**src/verilog/buffer_pkg.sv**
```systemverilog
// Shared constants, masks, modes and helpers for the registered buffer pair
package buffer_pkg;

	// Widths of the input word and of one output bank
	localparam int DATA_BITS = 25;
	localparam int BANK_BITS = 14;

	// Per-mode masks over the input word, bit 0 is position 1
	localparam logic [24:0] ACTIVE_SINGLE_MASK  = 25'h1FFFFFF;
	localparam logic [24:0] ACTIVE_DUAL_MASK    = 25'h0003FFF;
	localparam logic [24:0] GATED_SINGLE_MASK   = 25'h1FFFFB6;
	localparam logic [24:0] GATED_LAYOUT_A_MASK = 25'h0003FB6;
	localparam logic [24:0] GATED_LAYOUT_B_MASK = 25'h0001BBF;

	// Position 7 of the input word is the primary chip select
	localparam int PRIMARY_CS_BIT = 6;

	// Timing: system clock, receiver wake-up, link half period
	localparam int CLK_PERIOD_NS      = 100;
	localparam int RX_ACTIVE_TIME_NS  = 10;
	localparam int RX_ACTIVE_CYCLES   =
		(RX_ACTIVE_TIME_NS + CLK_PERIOD_NS - 1) / CLK_PERIOD_NS;
	localparam int LINK_HALF_TIME_NS  = 400;
	localparam int LINK_HALF_CYCLES   = LINK_HALF_TIME_NS / CLK_PERIOD_NS;

	// Controller register map, word addresses
	localparam logic [3:0] CONTROL_OFFSET     = 4'h0;
	localparam logic [3:0] DATA_OFFSET        = 4'h1;
	localparam logic [3:0] CHIP_SELECT_OFFSET = 4'h2;
	localparam logic [3:0] STATUS_OFFSET      = 4'h3;

	// Field positions and reset values
	localparam int CTRL_RELEASE_BIT = 0;
	localparam int CTRL_FANOUT_BIT  = 1;
	localparam int CTRL_LAYOUT_BIT  = 2;
	localparam int STATUS_RESET_BIT = 16;
	localparam logic [2:0]  CONTROL_RESET     = 3'h0;
	localparam logic [24:0] DATA_RESET        = 25'h0000000;
	localparam logic        CHIP_SELECT_RESET = 1'h0;

	typedef enum logic [2:0] {
		MODE_SINGLE = 3'b001,
		MODE_DUAL_A = 3'b010,
		MODE_DUAL_B = 3'b100
	} mode_type;

	function automatic mode_type decode_mode(input logic fanout,
		input logic layout);
		if (!fanout)
			return MODE_SINGLE;
		return layout ? MODE_DUAL_B : MODE_DUAL_A;
	endfunction

	function automatic logic [24:0] active_mask(input mode_type mode);
		return (mode == MODE_SINGLE) ? ACTIVE_SINGLE_MASK : ACTIVE_DUAL_MASK;
	endfunction

	function automatic logic [24:0] gated_mask(input mode_type mode);
		case (mode)
			MODE_SINGLE: return GATED_SINGLE_MASK;
			MODE_DUAL_A: return GATED_LAYOUT_A_MASK;
			MODE_DUAL_B: return GATED_LAYOUT_B_MASK;
			default:     return GATED_SINGLE_MASK;
		endcase
	endfunction

endpackage

```
**src/verilog/buffer_link_if.sv**
```systemverilog
// Pins between the memory controller end and the registered buffer
`timescale 1ns/1ps
interface buffer_link_if;
	logic        link_clk;
	logic        reset_n;
	logic        fanout_select;
	logic        layout_select;
	logic        secondary_chip_select_n;
	logic [24:0] registered_inputs;

	modport buffer_end (
		input link_clk,
		input reset_n,
		input fanout_select,
		input layout_select,
		input secondary_chip_select_n,
		input registered_inputs
	);

	modport controller_end (
		output link_clk,
		output reset_n,
		output fanout_select,
		output layout_select,
		output secondary_chip_select_n,
		output registered_inputs
	);
endinterface

```
**src/verilog/pin_sync.sv**
```systemverilog
// Two-stage synchroniser for a group of pins from another domain
`timescale 1ns/1ps
module pin_sync #(
	parameter int WIDTH = 1
) (
	// Clock and reset
	input  wire logic             clk,
	input  wire logic             reset,
	// Pins and their synchronised copy
	input  wire logic [WIDTH-1:0] pins,
	output logic      [WIDTH-1:0] synced
);

	typedef struct packed {
		logic [WIDTH-1:0] first;
		logic [WIDTH-1:0] second;
	} sync_state_type;

	sync_state_type state;
	sync_state_type next_state;

	// First stage feeds only the second stage
	always_comb begin
		next_state.first  = pins;
		next_state.second = state.first;
		if (reset) begin
			next_state = '0;
		end
	end

	always_ff @(posedge clk) begin
		state <= next_state;
	end

	assign synced = state.second;

endmodule

```
**src/verilog/registered_buffer.sv**
```systemverilog
// Configurable registered buffer: captures link inputs, drives banks A/B
`timescale 1ns/1ps
// Function
// - Capture inputs on link clock rising edge
// - Fanout low: 25 bits; high: 14 dual
// - Layout select picks dual arrangement A or B
// - System ties config selects, never changes them; controller changes them only in reset
// - Single mode drives three unused outputs low
// - Reset clears register, outputs low, receivers off
// - Reset acts without waiting for capture edge
// - Outputs stay low after release, inputs low
// - System holds reset low through power-up
// - Inputs may float while reset is low
// - Reset and config selects never float
// - Both chip selects high freeze gated outputs
// - Reset overrides chip-select gating
// - Secondary select tied low disables gating
// - Enable, termination, select bits never frozen
// - Gated input set depends on mode
// - Gated outputs follow the same sets
// - Unused positions ignored, their outputs low
// - Either 25 single or 14 dual bits
module registered_buffer
	import buffer_pkg::*;
(
	// Clock and reset
	input  wire logic        clk,
	input  wire logic        reset,
	// Link from the memory controller
	buffer_link_if.buffer_end link,
	// Outputs to the memory devices
	output logic      [13:0] registered_outputs_a,
	output logic      [13:0] registered_outputs_b
);

	localparam int SYNC_BITS = DATA_BITS + 5;

	typedef struct packed {
		logic        clk_prev;
		logic [1:0]  rx_count;
		logic        rx_on;
		logic [24:0] bits;
		logic [13:0] out_a;
		logic [13:0] out_b;
	} buffer_state_type;

	buffer_state_type state;
	buffer_state_type next_state;

	logic [SYNC_BITS-1:0] pins;
	logic [SYNC_BITS-1:0] synced;

	// Synchronised pin copies
	logic        link_clk_s;
	logic        reset_n_s;
	logic        fanout_s;
	logic        layout_s;
	logic        csr_n_s;
	logic [24:0] data_s;

	// Derived from the current configuration, chip selects and link clock
	mode_type    mode;
	logic [24:0] act;
	logic [24:0] gated;
	logic        hold;
	logic        rise;

	// Every pin, the link clock among them, comes from outside clk
	assign pins = {
		link.link_clk,
		link.reset_n,
		link.fanout_select,
		link.layout_select,
		link.secondary_chip_select_n,
		link.registered_inputs
	};

	pin_sync #(
		.WIDTH(SYNC_BITS)
	) input_sync (
		.clk   (clk),
		.reset (reset),
		.pins  (pins),
		.synced(synced)
	);

	// Split the synchronised word back into its pins
	assign link_clk_s = synced[SYNC_BITS-1];
	assign reset_n_s  = synced[SYNC_BITS-2];
	assign fanout_s   = synced[SYNC_BITS-3];
	assign layout_s   = synced[SYNC_BITS-4];
	assign csr_n_s    = synced[SYNC_BITS-5];
	assign data_s     = synced[DATA_BITS-1:0];

	// Mode and masks; config is static so no edge qualification needed
	assign mode  = decode_mode(fanout_s, layout_s);
	assign act   = active_mask(mode);
	assign gated = gated_mask(mode);

	// Freeze only when both chip selects are high at the edge
	assign hold  = data_s[PRIMARY_CS_BIT] & csr_n_s;

	// Rising edge of the sampled link clock is the capture point
	assign rise  = link_clk_s & ~state.clk_prev;

	// Bank B: a copy of A in dual modes, the upper word in single mode
	function automatic logic [13:0] route_b(input mode_type m,
		input logic [24:0] b);
		if (m == MODE_SINGLE) begin
			// Positions 1, 4 and 7 of bank B have no bit here
			return {b[24:18], 1'b0, b[17:16], 1'b0, b[15:14], 1'b0};
		end
		return b[13:0];
	endfunction

	// Capture, gating and output staging
	always_comb begin
		next_state          = state;
		next_state.clk_prev = link_clk_s;

		if (reset || !reset_n_s) begin
			// Clear immediately on the sampled level, no link edge needed
			next_state          = '0;
			next_state.clk_prev = link_clk_s;
		end else begin
			// Receivers wake up some time after the release
			if (!state.rx_on) begin
				next_state.rx_count = state.rx_count + 2'h1;
				if (state.rx_count == RX_ACTIVE_CYCLES[1:0] - 2'h1) begin
					next_state.rx_on = 1'b1;
				end
			end

			// Edges before the receivers are on are dropped, which
			// also keeps floating pins out of the register
			if (rise && state.rx_on) begin
				// Gated bits keep old value when both selects are high
				next_state.bits =
					(data_s & act & ~(gated & {25{hold}})) |
					(state.bits & act & gated & {25{hold}});
			end

			// Positions unused by the mode stay cleared
			next_state.bits = next_state.bits & act;
		end

		// Outputs change only together with the register
		next_state.out_a = next_state.bits[13:0];
		next_state.out_b = route_b(mode, next_state.bits);
		if (reset || !reset_n_s) begin
			next_state.out_a = '0;
			next_state.out_b = '0;
		end
	end

	// Single state register
	always_ff @(posedge clk) begin
		state <= next_state;
	end

	// Outputs straight from flip-flops
	assign registered_outputs_a = state.out_a;
	assign registered_outputs_b = state.out_b;

endmodule

```
**src/flat_wrapper.sv**
```systemverilog
// flat-port wrapper written by rule: the top's interface ports become plain ports
module registered_buffer_flat import buffer_pkg::*;
  (clk, reset, registered_outputs_a, registered_outputs_b, link_link_clk, link_reset_n, link_fanout_select, link_layout_select, link_secondary_chip_select_n, link_registered_inputs);
  buffer_link_if link_i ();
  input  wire logic clk;
  input  wire logic reset;
  output logic      [13:0] registered_outputs_a;
  output logic      [13:0] registered_outputs_b;
  input wire logic [$bits(link_i.link_clk)-1:0] link_link_clk;
  input wire logic [$bits(link_i.reset_n)-1:0] link_reset_n;
  input wire logic [$bits(link_i.fanout_select)-1:0] link_fanout_select;
  input wire logic [$bits(link_i.layout_select)-1:0] link_layout_select;
  input wire logic [$bits(link_i.secondary_chip_select_n)-1:0] link_secondary_chip_select_n;
  input wire logic [$bits(link_i.registered_inputs)-1:0] link_registered_inputs;
  assign link_i.link_clk = link_link_clk;
  assign link_i.reset_n = link_reset_n;
  assign link_i.fanout_select = link_fanout_select;
  assign link_i.layout_select = link_layout_select;
  assign link_i.secondary_chip_select_n = link_secondary_chip_select_n;
  assign link_i.registered_inputs = link_registered_inputs;
  registered_buffer u_core (.clk(clk), .reset(reset), .link(link_i), .registered_outputs_a(registered_outputs_a), .registered_outputs_b(registered_outputs_b));
endmodule
```
**config.mk**
```make
export PLATFORM = sky130hd
export DESIGN_NAME = registered_buffer_flat
export DESIGN_NICKNAME = d
export VERILOG_FILES = /design/src/verilog/buffer_pkg.sv /design/src/verilog/buffer_link_if.sv /design/src/verilog/pin_sync.sv /design/src/verilog/registered_buffer.sv /design/src/flat_wrapper.sv
export SDC_FILE = /design/constraint.sdc
export NUM_CORES = 1
export LEC_CHECK = 0
export BUFFER_PORTS_ARGS = -buffer_cell sky130_fd_sc_hd__buf_2
export CAP_MARGIN = 25
export CORE_UTILIZATION = 50
export CTS_CLUSTER_DIAMETER = 40
export DETAILED_ROUTE_END_ITERATION = 10
export PLACE_DENSITY = 0.76
export SYNTH_ARGS = -nofsm -noshare
export SYNTH_HDL_FRONTEND = slang
export SYNTH_HIERARCHICAL = 1
export SYNTH_SLANG_ARGS = --single-unit
```
**constraint.sdc**
```tcl
create_clock -name clk -period 1.6 [get_ports clk]
set_clock_uncertainty 0.2 [all_clocks]
set_input_delay 0.16 -clock clk [delete_from_list [all_inputs] [get_ports clk]]
set_output_delay 0.16 -clock clk [all_outputs]
set_load 0.05 [all_outputs]
```
---- Word-level counts from Yosys, hierarchy flattened ----
Cells that the tools add are included.
operators by class
  add/subtract/negate cells ............... 1
  multipliers ............................. 0
  divide/modulo/power cells ............... 0
  magnitude comparators ................... 0
  equal/unequal tests ..................... 3
  shift operators ......................... 0
  multiplexer cells ....................... 12
  bitwise gates (word level) .............. 12
  reduce and logical (&&, ||, !) cells .... 4
operators with widths
  cell                   number
  $and A25 B25 Y25       7
  $mux W25               4
  $pmux W25 S2           1
  $mux W14               2
  $not A25 Y25           1
  $or A25 B25 Y25        1
  $mux W3                2
  $eq A3 B1 Y1 const B   1
  $eq A3 B2 Y1 const B   1
  $eq A3 B3 Y1 const B   1
  $mux W1                3
  $add A2 B1 Y2 const B  1
  $and A1 B1 Y1          2
  $logic_not A2 Y1       1
  $logic_and A1 B1 Y1    1
  $logic_not A1 Y1       1
  $logic_or A1 B1 Y1     1
  $not A1 Y1             1
storage, ports and cells
  bits in registers ....................... 117
  bits in latches ......................... 0
  RAM bits ................................ 0
  memory bits (read-only) ................. 0
  bits of input ports ..................... 32
  output and inout bits ................... 28
  logic and storage cells ................. 40
  memories ................................ 0

---- Logic depth before layout (Yosys ltp) ----
Gate-level depths: netlist (run 1).
  depth in word-level cells ............... 14
  gate-level depth with buffers ........... 7
  depth with buffers taken out ............ 4

---- By module ----
Netlist (run 1), hierarchy kept.
by module, submodules not included
  module             times used  cells an instance  area an instance (µm²)  seq. area each (µm²)
  registered_buffer  1           191                2011.9                  1141.1
  pin_sync           1           156                1831.8                  1201.2

---- Worst setup path after synthesis (run 1) ----
Ideal clock, no wire load.
  path type ............................... flip-flop to flip-flop
  start ................................... reg u_core.input_sync.state (netlist bit u_core/input_sync/synced[29])
  end ..................................... reg u_core.state (netlist bit u_core/registered_outputs_b[10])
  library setup time ...................... 0.130 ns
  data arrival time ....................... 1.222 ns
  data required time ...................... 1.270 ns
  slack ................................... 0.047 ns
  cell stages (with the launch flop) ...... 8
  buffers on the path ..................... 3
  period minus slack after synthesis ...... 1.553 ns
  cells stage by stage .................... dfxtp_1 buf_4 and3b_1 clkbuf_4 o21ai_2 buf_6 mux2i_1 o22ai_1
on the way
  word-level cells in the longest chain between the ends .. 8
RTL lines
  item                    RTL line                  text
  start, declared         pin_sync.sv:19            sync_state_type state;
  start signal, assigned  pin_sync.sv:32            state <= next_state;
  $and A1 B1 Y1 *         registered_buffer.sv:104  assign rise = link_clk_s & ~state.clk_prev;
  $logic_and A1 B1 Y1 *   registered_buffer.sv:136  if (rise && state.rx_on) begin
  $mux W25 *              registered_buffer.sv:136
  $mux W25 *              registered_buffer.sv:121  if (reset || !reset_n_s) begin
  $and A25 B25 Y25 *      registered_buffer.sv:144  next_state.bits = next_state.bits & act;
  $mux W25 *              registered_buffer.sv:121
  $mux W14                registered_buffer.sv:109  if (m == MODE_SINGLE) begin
  $mux W14 *              registered_buffer.sv:113  return b[13:0];
  end signal, assigned    registered_buffer.sv:158  state <= next_state;
  end, declared           registered_buffer.sv:47   buffer_state_type state;
Mark *: on every way between the ends. The rest lies on a longest branch, timed or not. The select of a mux whose other input is x is not followed.
A chain may end at the register's enable or synchronous reset.

---- Worst setup path in the final report (run 1) ----
  start ................................... reg u_core.input_sync.state (netlist bit u_core/input_sync/synced[25])
  end ..................................... reg u_core.state (netlist bit u_core/registered_outputs_b[13])
on the way
  word-level cells in the longest chain between the ends .. 11
  elaborated cells on any way between the ends .. 12
  those cells by class .................... 5 x mux; 7 x bitwise
RTL lines
  item                RTL line                  text
  $and A1 B1 Y1 *     registered_buffer.sv:101  assign hold = data_s[PRIMARY_CS_BIT] & csr_n_s;
  $and A25 B25 Y25    registered_buffer.sv:139  (data_s & act & ~(gated & {25{hold}})) |
  $not A25 Y25        registered_buffer.sv:139
  $and A25 B25 Y25    registered_buffer.sv:139
  $or A25 B25 Y25 *   registered_buffer.sv:139
  $mux W25 *          registered_buffer.sv:136
  $mux W25 *          registered_buffer.sv:121
  $and A25 B25 Y25 *  registered_buffer.sv:144
  $mux W25 *          registered_buffer.sv:121
  $mux W14            registered_buffer.sv:109
  $mux W14 *          registered_buffer.sv:113
Marked as above.

==> flow_metrics.tcl, run 1 <==
set metrics [dict create \
    status "complete, no violations" \
    synth_area_mm2 0.003844 \
    syn-num-nets 380 \
    maxCapViolCount 0 \
    syn_avg_cell_area_um2 11.08 \
    relSlewSlack 0.7265 \
    synth_top_area_share 0.6094 \
    rows 31 \
    antenna_found_initial 0 \
    drtIter0Drc 116 \
    wl_per_cell_um 13.60 \
    grt_use_total 0.1781 \
    finalSetupTns_ps 0 \
    nFillCells 474 \
    drc_errors 0 \
    grt_pass1_wl_um 10210 \
    grt_pass1_vias 2268 \
    viasPerCell 4.481 \
    critical_path_class "register to register" \
    drt-pass1-iter-count 5 \
    boundaryPins 60 \
    post-place-ws_ps -132.8 \
    hold_start "u_core/input_sync/synced[29]$_SDFF_PP0_" \
    synthCells 347 \
    coreArea_mm2 0.007331 \
    max_freq_ghz 0.6317 \
    finalCritPeriodShare 0.9894 \
    port_buffers 59 \
    vias 2312 \
    whs_endpoint "u_core/state[56]$_DFF_P_" \
    die_w_um 89.68 \
    worstPathArrival_ps 1770 \
    slew_violations 0 \
    start_kind "register" \
    dr_wl_met2_um 3544 \
    cp_top_family "compound AO/OA/AOI/OAI gates" \
    start_util 0.5243 \
    ys_seq_area_frac 0.6094 \
    hpwl_um 3749 \
    wl_met3_um 404 \
    fin_nets 437 \
    yosysWarnings 6 \
    r2r_slack_ps 20 \
    fin_ws_ps 17.02 \
    htreeDepth 4 \
    hold_class "register to register" \
    path_cells "buf_6 -> a311oi_4 -> mux2i_1 -> buf_4 -> o22ai_2" \
    leakage_uw 0.002145 \
    path_buf_inv 2 \
    numClockSinks 117 \
    cts-buffers-inserted 17 \
    crit_path_end_kind "register" \
    powerDensity_mw_per_mm2 1385 \
    hold_viol_final 0 \
    yosys.area.top_type "dfxtp_1" \
    worstSkewPairLatency_ps 500 \
    min_path_cells 0 \
    wl_met1_um 2932 \
    crit_fanout 3 \
    grt_max_degree 46 \
    cts_root_buffer "clkbuf_8" \
    areaGrowthSynthToFinish_pct 33.89 \
    ir_drop_v 0.0008695 \
    cts_tree "yes" \
    critPathMaxStageDelay_ps 360 \
    setup_viol 0 \
    num_antenna_cells 0 \
    highest_layer "met4" \
    synthTopCellsByArea "dfxtp_1 61%, buf_4 11%, nor2b_1 9.8%, mux2i_1 6.8%, nor2_1 4.4%" \
    die_h_um 89.68 \
    drive_above_1_share 0.3429 \
    required_ps 1790 \
    worstMarginPinSlew_ps 410.2 \
    clock_path_buffers 2 \
    regToRegEndpoint "u_core/registered_outputs_b[13]$_SDFF_PN0_" \
    rsz0062_at_grt "true" \
    regArea_mm2 0.002352 \
    wl_um 7019 \
    period_needed_ps 1583 \
    dpl.cell_count 446 \
    clk_pin_slew_ps 60 \
    synth_seq_cells 117 \
    synth_cell_types 24 \
    reg2reg_depth 5 \
    final_cells 516 \
    ant_nets 0 \
    worstReg2RegStart "u_core/input_sync/synced[25]$_SDFF_PP0_" \
    cpMaxStageDelayCell "a311oi_4" \
    multiInputGateArea_mm2 0.001249 \
    place.gp.congestion 0.7559 \
    dieArea_mm2 0.008042 \
    overflow 0 \
]
[power breakdown]
part           switching [uW]  internal, uW  total, uW
combinational            79.0           135        214
sequential               33.4          2990       3020
clock                    1210          2680       3890
total                    1320          5810       7130
[worst max-delay path by stage]
stage | depth (start not counted) | slack (ps) | startpoint | end
after floorplan | 7 | 50 | u_core/input_sync/synced[29]$_SDFF_PP0_ | u_core/registered_outputs_b[10]$_SDFF_PN0_
after global routing | 4 | -60 | u_core/input_sync/synced[25]$_SDFF_PP0_ | u_core/registered_outputs_b[10]$_SDFF_PN0_
final | 5 | 20 | u_core/input_sync/synced[25]$_SDFF_PP0_ | u_core/registered_outputs_b[13]$_SDFF_PN0_
after CTS | 6 | 10 | u_core/input_sync/synced[25]$_SDFF_PP0_ | u_core/registered_outputs_b[0]$_SDFF_PP0_
after detailed placement | 4 | -130 | u_core/input_sync/synced[27]$_SDFF_PP0_ | u_core/registered_outputs_b[10]$_SDFF_PN0_
after global placement | 4 | -110 | u_core/input_sync/synced[27]$_SDFF_PP0_ | u_core/registered_outputs_b[10]$_SDFF_PN0_
[through the flow]
| stage | utilization | power [uW] | cell area [um^2] | hold WS, ps |
|---|---|---|---|---|
| floorplan | - | 3187 | 3844 | 88.18 |
| global placement | 0.5248 | 3209 | 3847 | 164.0 |
| detailed placement | 0.5248 | 3214 | 3847 | 170.1 |
| CTS | 0.6636 | 7168 | 4865 | 167.5 |
| global route | 0.7020 | 7374 | 5146 | 166.1 |
| finish | 0.7020 | 7125 | 5146 | 163.5 |
[cell usage in the layout (no fill, tap or decap), types with 2 or more instances in the layout]
cell type | netlist | routed
buf_2 | 7 | 59
buf_4 | 58 | 14
buf_6 | 1 | 3
bufinv_16 | 0 | 4
clkbuf_1 | 4 | 2
clkbuf_16 | 0 | 17
clkbuf_8 | 0 | 5
clkinv_2 | 0 | 4
dfxtp_1 | 117 | 111
dfxtp_2 | 0 | 5
dlygate4sd3_1 | 0 | 31
inv_1 | 2 | 2
mux2i_1 | 26 | 10
mux2i_2 | 0 | 3
mux2i_4 | 0 | 13
nand2_8 | 0 | 2
nor2_1 | 45 | 43
nor2_2 | 0 | 2
nor2b_1 | 60 | 60
o21ai_4 | 0 | 2
o22ai_1 | 11 | 8
o22ai_2 | 0 | 3
[cell usage after synthesis]
cell and instances:
a311oi_2 1, and2_1 1, and3b_1 1, buf_2 7, buf_4 58, buf_6 1
clkbuf_1 4, clkbuf_4 1, dfxtp_1 117, dlygate4sd1_1 1, ha_1 1, inv_1 2
mux2i_1 26, nand2_1 3, nand2_4 1, nand2b_1 1, nand3b_1 1, nor2_1 45
nor2b_1 60, o21ai_0 1, o21ai_2 1, o22ai_1 11, or2_0 1, xor2_1 1
[layout make-up]
class	instances	share of cell area
sequential	117	0.4571
multi-input combinational	157	0.2426
timing repair buffer	109	0.1534
clock buffer	23	0.09263
clock inverter	9	0.02869
tap	99	0.02407
inverter	2	0.001459
[cells by family (layout without fill, tap and decap cells)]
group | Yosys count | in the layout | synth area share
xor gates and xnor gates | 1 | 1 | 0.002279
AOI/OAI and AO/OA | 14 | 14 | 0.02539
and+or+nand+nor | 114 | 115 | 0.1566
DFF | 117 | 117 | 0.6094
adders and majority gates | 1 | 1 | 0.003255
buffers and inverters | 74 | 143 | 0.1354
muxes | 26 | 26 | 0.06771
[layer usage]
| layer | global-route usage | vias to the layer above |
|---|---|---|
| met5 | 0 | - |
| met2 | 0.2879 | 85 |
| met4 | 0.09957 | 0 |
| li1 | - | 1159 |
| met3 | 0.07130 | 15 |
| met1 | 0.2008 | 1053 |
[what timing repair did]
action	4_1_cts	5_1_grt
setup endpoints to repair	31	28
pin swaps	2	6
endpoints found under the hold margin	45	0
buffers inserted	0	5
hold buffers	31	0
gates cloned	0	2
gates resized for setup	18	37
[state kept, by name (all words and copies together) (netlist names)]
name	cells
u_core/input_sync/synced	30
u_core/input_sync/state	30
u_core/registered_outputs_a	14
u_core/state	29
u_core/registered_outputs_b	14
(Power assumes the default switching activity.)
==> run 2, diff against run 1 <==
- PLACE_DENSITY: 0.76 -> 0.72
==> flow_metrics.tcl, run 2 (synthesis results as in run 1) <==
set metrics [dict create \
    setup_viol 8 \
    cp.depth 5 \
    die_h_um 89.68 \
    crit_fanout 6 \
    final_cell_mix "112 x dfxtp_1, 60 x nor2b_1, 59 x buf_2, 43 x nor2_1, 40 x dlygate4sd3_1" \
    dpl.cell_count 444 \
    start_util 0.5243 \
    grt_use_total 0.1822 \
    coreArea_mm2 0.007331 \
    fin_ws_ps -68.87 \
    grt_max_degree 42 \
    die_w_um 89.68 \
    hpwl_um 3683 \
    powerDensity_mw_per_mm2 1366 \
    leakage_uw 0.002114 \
    worstMarginPinSlew_ps 386.9 \
    worstSkewPairLatency_ps 500 \
    boundaryPins 60 \
    antenna_found_initial 0 \
    clock_power_share 0.539 \
    required_ps 1770 \
    critPathMaxStageDelay_ps 340 \
    clk_pin_slew_ps 50 \
    status "finished, violations left" \
    wl_per_cell_um 13.54 \
    place.gp.congestion 0.7585 \
    drive_above_1_share 0.3373 \
    violations "setup timing" \
    final_common_cell "dfxtp_1" \
    crit_path_end_kind "register" \
    relSlewSlack 0.7420 \
    clock_path_buffers 2 \
    drtIter0Drc 170 \
    rsz0062_at_grt "true" \
    drt-pass1-iter-count 4 \
    num_antenna_cells 0 \
    path_buf_inv 1 \
    reg2reg_depth 5 \
    whs_ps 178.3 \
    min_path_cells 0 \
    hold_viol_final 0 \
    cts_root_buffer "clkbuf_8" \
    viasPerCell 4.463 \
    grt_pass1_vias 2250 \
    cts-buffers-inserted 17 \
    critical_path_class "register to register" \
    path_cells "and3b_2 -> buf_12 -> o21ai_4 -> mux2i_2 -> o22ai_1" \
    internal_power_uw 5672 \
    power.switching_uw 1385 \
    start_kind "register" \
    finalCritPeriodShare 1.043 \
    maxCapViolCount 0 \
    fin_nets 441 \
    port_buffers 59 \
    grt_pass1_wl_um 10470 \
    cp_top_family "flip-flops" \
    areaGrowthSynthToFinish_pct 34.41 \
    max_freq_ghz 0.5992 \
    cpMaxStageDelayCell "dfxtp_2" \
    worstPathArrival_ps 1840 \
    ant_nets 0 \
    drc_errors 0 \
    wl_um 7040 \
    rows 31 \
    ir_drop_v 0.0008782 \
    vias 2321 \
    cts_tree "yes" \
    htreeDepth 4 \
    hold_class "register to register" \
    final_cells 520 \
    numClockSinks 117 \
    seq_power_share 0.429 \
    overflow 0 \
    slew_violations 0 \
    p_sw_frac 0.1962 \
    combPwrFrac 0.032 \
    dieArea_mm2 0.008042 \
    period_needed_ps 1669 \
]
==> run 2: changes by cell type in the layout (fill, tap and decap cells not counted), sizes merged <==
cell and change:
o21ai +1, clkbuf -3, bufinv -1, inv +1, clkinvlp +3, dlygate4sd3 +9
buf -5, clkinv -1
==> run 2: timing repair <==
action                                  in CTS  in global routing
cloned                                       0                  2
gates resized for setup                     16                 40
buffers inserted                             0                  2
pin swaps                                    1                  6
endpoints found under the hold margin       40                  0
hold buffers                                40                  0
endpoints found under the setup margin      29                 42
==> run 2: final timing paths <==
path / slack [ps] / startpoint / to
worst max-delay path: -70 / u_core/state[56]$_DFF_P_ / u_core/registered_outputs_b[13]$_SDFF_PN0_
worst min-delay path: 180 / u_core/input_sync/synced[29]$_SDFF_PP0_ / u_core/state[56]$_DFF_P_
worst max register to register: -70 / u_core/state[56]$_DFF_P_ / u_core/registered_outputs_b[13]$_SDFF_PN0_
worst min register to register: 180 / u_core/input_sync/synced[29]$_SDFF_PP0_ / u_core/state[56]$_DFF_P_
==> run 2: final cells by class <==
| class | count | area, um^2 |
|---|---|---|
| fill | 485 | 2165 |
| multi-input combinational | 158 | 1246 |
| timing repair buffer | 112 | 820.8 |
| tap | 99 | 123.9 |
| sequential | 117 | 2351 |
| clock inverter | 11 | 147.6 |
| inverter | 2 | 7.507 |
| clock buffer | 21 | 469.2 |
==> run 2: routing by layer <==
metal,GRT usage,share of wire
met1,0.2200,0.45
met2,0.2941,0.49
met3,0.04936,0.051
met4,0.1039,0.011
met5,0,0
==> run 2: through the flow <==
step                worst slack [ps]  area (um^2)    util  power [uW]  setup TNS (ps)
global placement              -92.19         3832  0.5228        3210           -1038
CTS                            17.96         4920  0.6711        7081               0
global route                  -104.6         5166  0.7047        7324          -807.2
finish                        -68.87         5166  0.7047        7056          -270.6
detailed placement            -127.2         3832  0.5228        3215           -1394
floorplan                      47.42         3844       -        3187               0
==> run 2: power by group through the flow <==
stage	Combinational [uW]	Clock [uW]	Sequential (uW)
6_report	226	3810	3030
5_1_grt	250	4040	3030
4_1_cts	216	3850	3020
3_5_place_dp	141	0	3070
3_3_place_gp	138	0	3070
2_1_floorplan	125	0	3060
==> run 3, diff against run 2 <==
- GPL_TIMING_DRIVEN: not set -> 0
==> flow_metrics.tcl, run 3 (synthesis results as in run 1) <==
set metrics [dict create \
    status "finished, violations left" \
    violations "setup timing" \
    numClockSinks 117 \
    rsz0062_at_grt "true" \
    boundaryPins 60 \
    hold_class "register to register" \
    regArea_mm2 0.002356 \
    overflow 0 \
    rows 31 \
    period_needed_ps 1624 \
    start_util 0.5243 \
    grt_use_total 0.2059 \
    worstSkewPairLatency_ps 510 \
    max_freq_ghz 0.6159 \
    place_area_mm2 0.004263 \
    powerDensity_mw_per_mm2 1208 \
    antenna_found_initial 0 \
    setup_viol 7 \
    wl_per_cell_um 12.90 \
    worstMarginPinSlew_ps 498.1 \
    multiInputGateArea_mm2 0.001255 \
    cts_tree "yes" \
    required_ps 1780 \
    final_cell_mix "110 x dfxtp_1, 66 x buf_2, 61 x dlygate4sd3_1, 60 x nor2b_1, 58 x buf_4" \
    cts_root_buffer "clkbuf_8" \
    grt_max_degree 17 \
    clock_path_buffers 2 \
    whs_endpoint "u_core/state[56]$_DFF_P_" \
    slew_violations 0 \
    min_path_cells 0 \
    worstReg2RegStart "u_core/state[53]$_SDFF_PN0_" \
    num_antenna_cells 0 \
    finalCritPeriodShare 1.015 \
    hold_start "u_core/input_sync/synced[29]$_SDFF_PP0_" \
    clk_pin_slew_ps 60 \
    worstPathArrival_ps 1810 \
    finalSetupTns_ps -100.2 \
    crit_fanout 3 \
    nFillCells 406 \
    drc_errors 0 \
    relSlewSlack 0.6679 \
    coreArea_mm2 0.007331 \
    fin_nets 520 \
    maxCapViolCount 0 \
    port_buffers 59 \
    drive_above_1_share 0.4080 \
    reg2reg_depth 4 \
    hold_viol_final 0 \
    drt-pass1-iter-count 4 \
    fin_ws_ps -23.73 \
    grt_pass1_wl_um 11680 \
    vias 2675 \
    ant_nets 0 \
    finish.instance_area_mm2 0.005773 \
    leakage_uw 0.002533 \
    ir_drop_v 0.0009166 \
    die_w_um 89.68 \
    final_common_cell "dfxtp_1" \
    grt_pass1_vias 2564 \
    place.gp.congestion 0.7752 \
    crit_path_end_kind "register" \
    r2r_slack_ps -20 \
    drtIter0Drc 146 \
    critical_path_class "register to register" \
    areaGrowthSynthToFinish_pct 50.20 \
    hpwl_um 4198 \
    cts-buffers-inserted 17 \
    wl_um 7726 \
    htreeDepth 4 \
    start_kind "register" \
    die_h_um 89.68 \
    regToRegEndpoint "u_core/registered_outputs_b[13]$_SDFF_PN0_" \
    dieArea_mm2 0.008042 \
    viasPerCell 4.466 \
]
run 3: changes by cell type in the layout (fill, tap and decap cells not counted), sizes merged:
cell         previous run  this run
buf                    72       128
dlygate4sd3            40        61
clkinv                  3         7
inv                     3         7
clkinvlp                4         1
bufinv                  3         2
nand2                   5         4
o21ai                   3         2
run 3: routing by layer:
layer  GRT usage  part of all wire
met2      0.3499              0.53
met5           0                 0
met3     0.07221             0.045
met1      0.2283              0.40
met4      0.1053             0.021
run 3: through the flow:
step	cells	hold slack, ps	utilization	total power (uW)	worst slack (ps)
finish	599	179.4	0.7875	6976	-23.73
global route	599	183.7	0.7875	7193	-71.98
CTS	600	175.7	0.7696	7004	-10.77
detailed placement	505	172.6	0.5815	3255	-186.7
global placement	505	169.2	0.5815	3247	-165.1
floorplan	347	88.18	-	3187	47.42
run 3: layout make-up:
cell class | count | share of cell area
Clock buffer | 17 | 0.07174
Buffer | 67 | 0.08474
Clock inverter | 15 | 0.02991
Timing Repair Buffer | 126 | 0.1654
Inverter | 2 | 0.001300
Tap cell | 99 | 0.02146
Sequential cell | 117 | 0.4081
Multi-Input combinational cell | 156 | 0.2174
run 3: worst max path at each step:
stage	slack (ps)	start	depth (start not counted)	end
3_5_place_dp	-190	u_core/input_sync/synced[27]$_SDFF_PP0_	5	u_core/registered_outputs_b[10]$_SDFF_PN0_
3_3_place_gp	-170	u_core/input_sync/synced[27]$_SDFF_PP0_	5	u_core/registered_outputs_b[10]$_SDFF_PN0_
4_1_cts	-10	u_core/input_sync/synced[27]$_SDFF_PP0_	5	u_core/registered_outputs_b[13]$_SDFF_PN0_
2_1_floorplan	50	u_core/input_sync/synced[29]$_SDFF_PP0_	7	u_core/registered_outputs_b[10]$_SDFF_PN0_
6_report	-20	u_core/state[53]$_SDFF_PN0_	4	u_core/registered_outputs_b[13]$_SDFF_PN0_
5_1_grt	-70	u_core/input_sync/synced[29]$_SDFF_PP0_	4	u_core/registered_outputs_b[11]$_SDFF_PN0_
run 3: where the power goes:
group | switching [uW] | leakage (uW) | total, uW | internal, uW
clock | 1390 | 0.000284 | 3640 | 2250
sequential | 24.8 | 0.000959 | 3010 | 2990
combinational | 109 | 0.00129 | 321 | 212
total | 1530 | 0.00253 | 6980 | 5450
run 3: what timing repair did:
item,4_1_cts,5_1_grt
buffers inserted,4,1
hold buffers,61,0
cloned,1,0
resized for setup,40,35
endpoints found under the setup margin,50,41
hold endpoints to repair,64,0
pin swaps,6,7
run 3: critical path, cell delays in order (launching register included):
cell,delay [ps]
dfxtp_4,360
nand2_2,70
a311oi_4,390
mux2i_2,360
o22ai_1,120
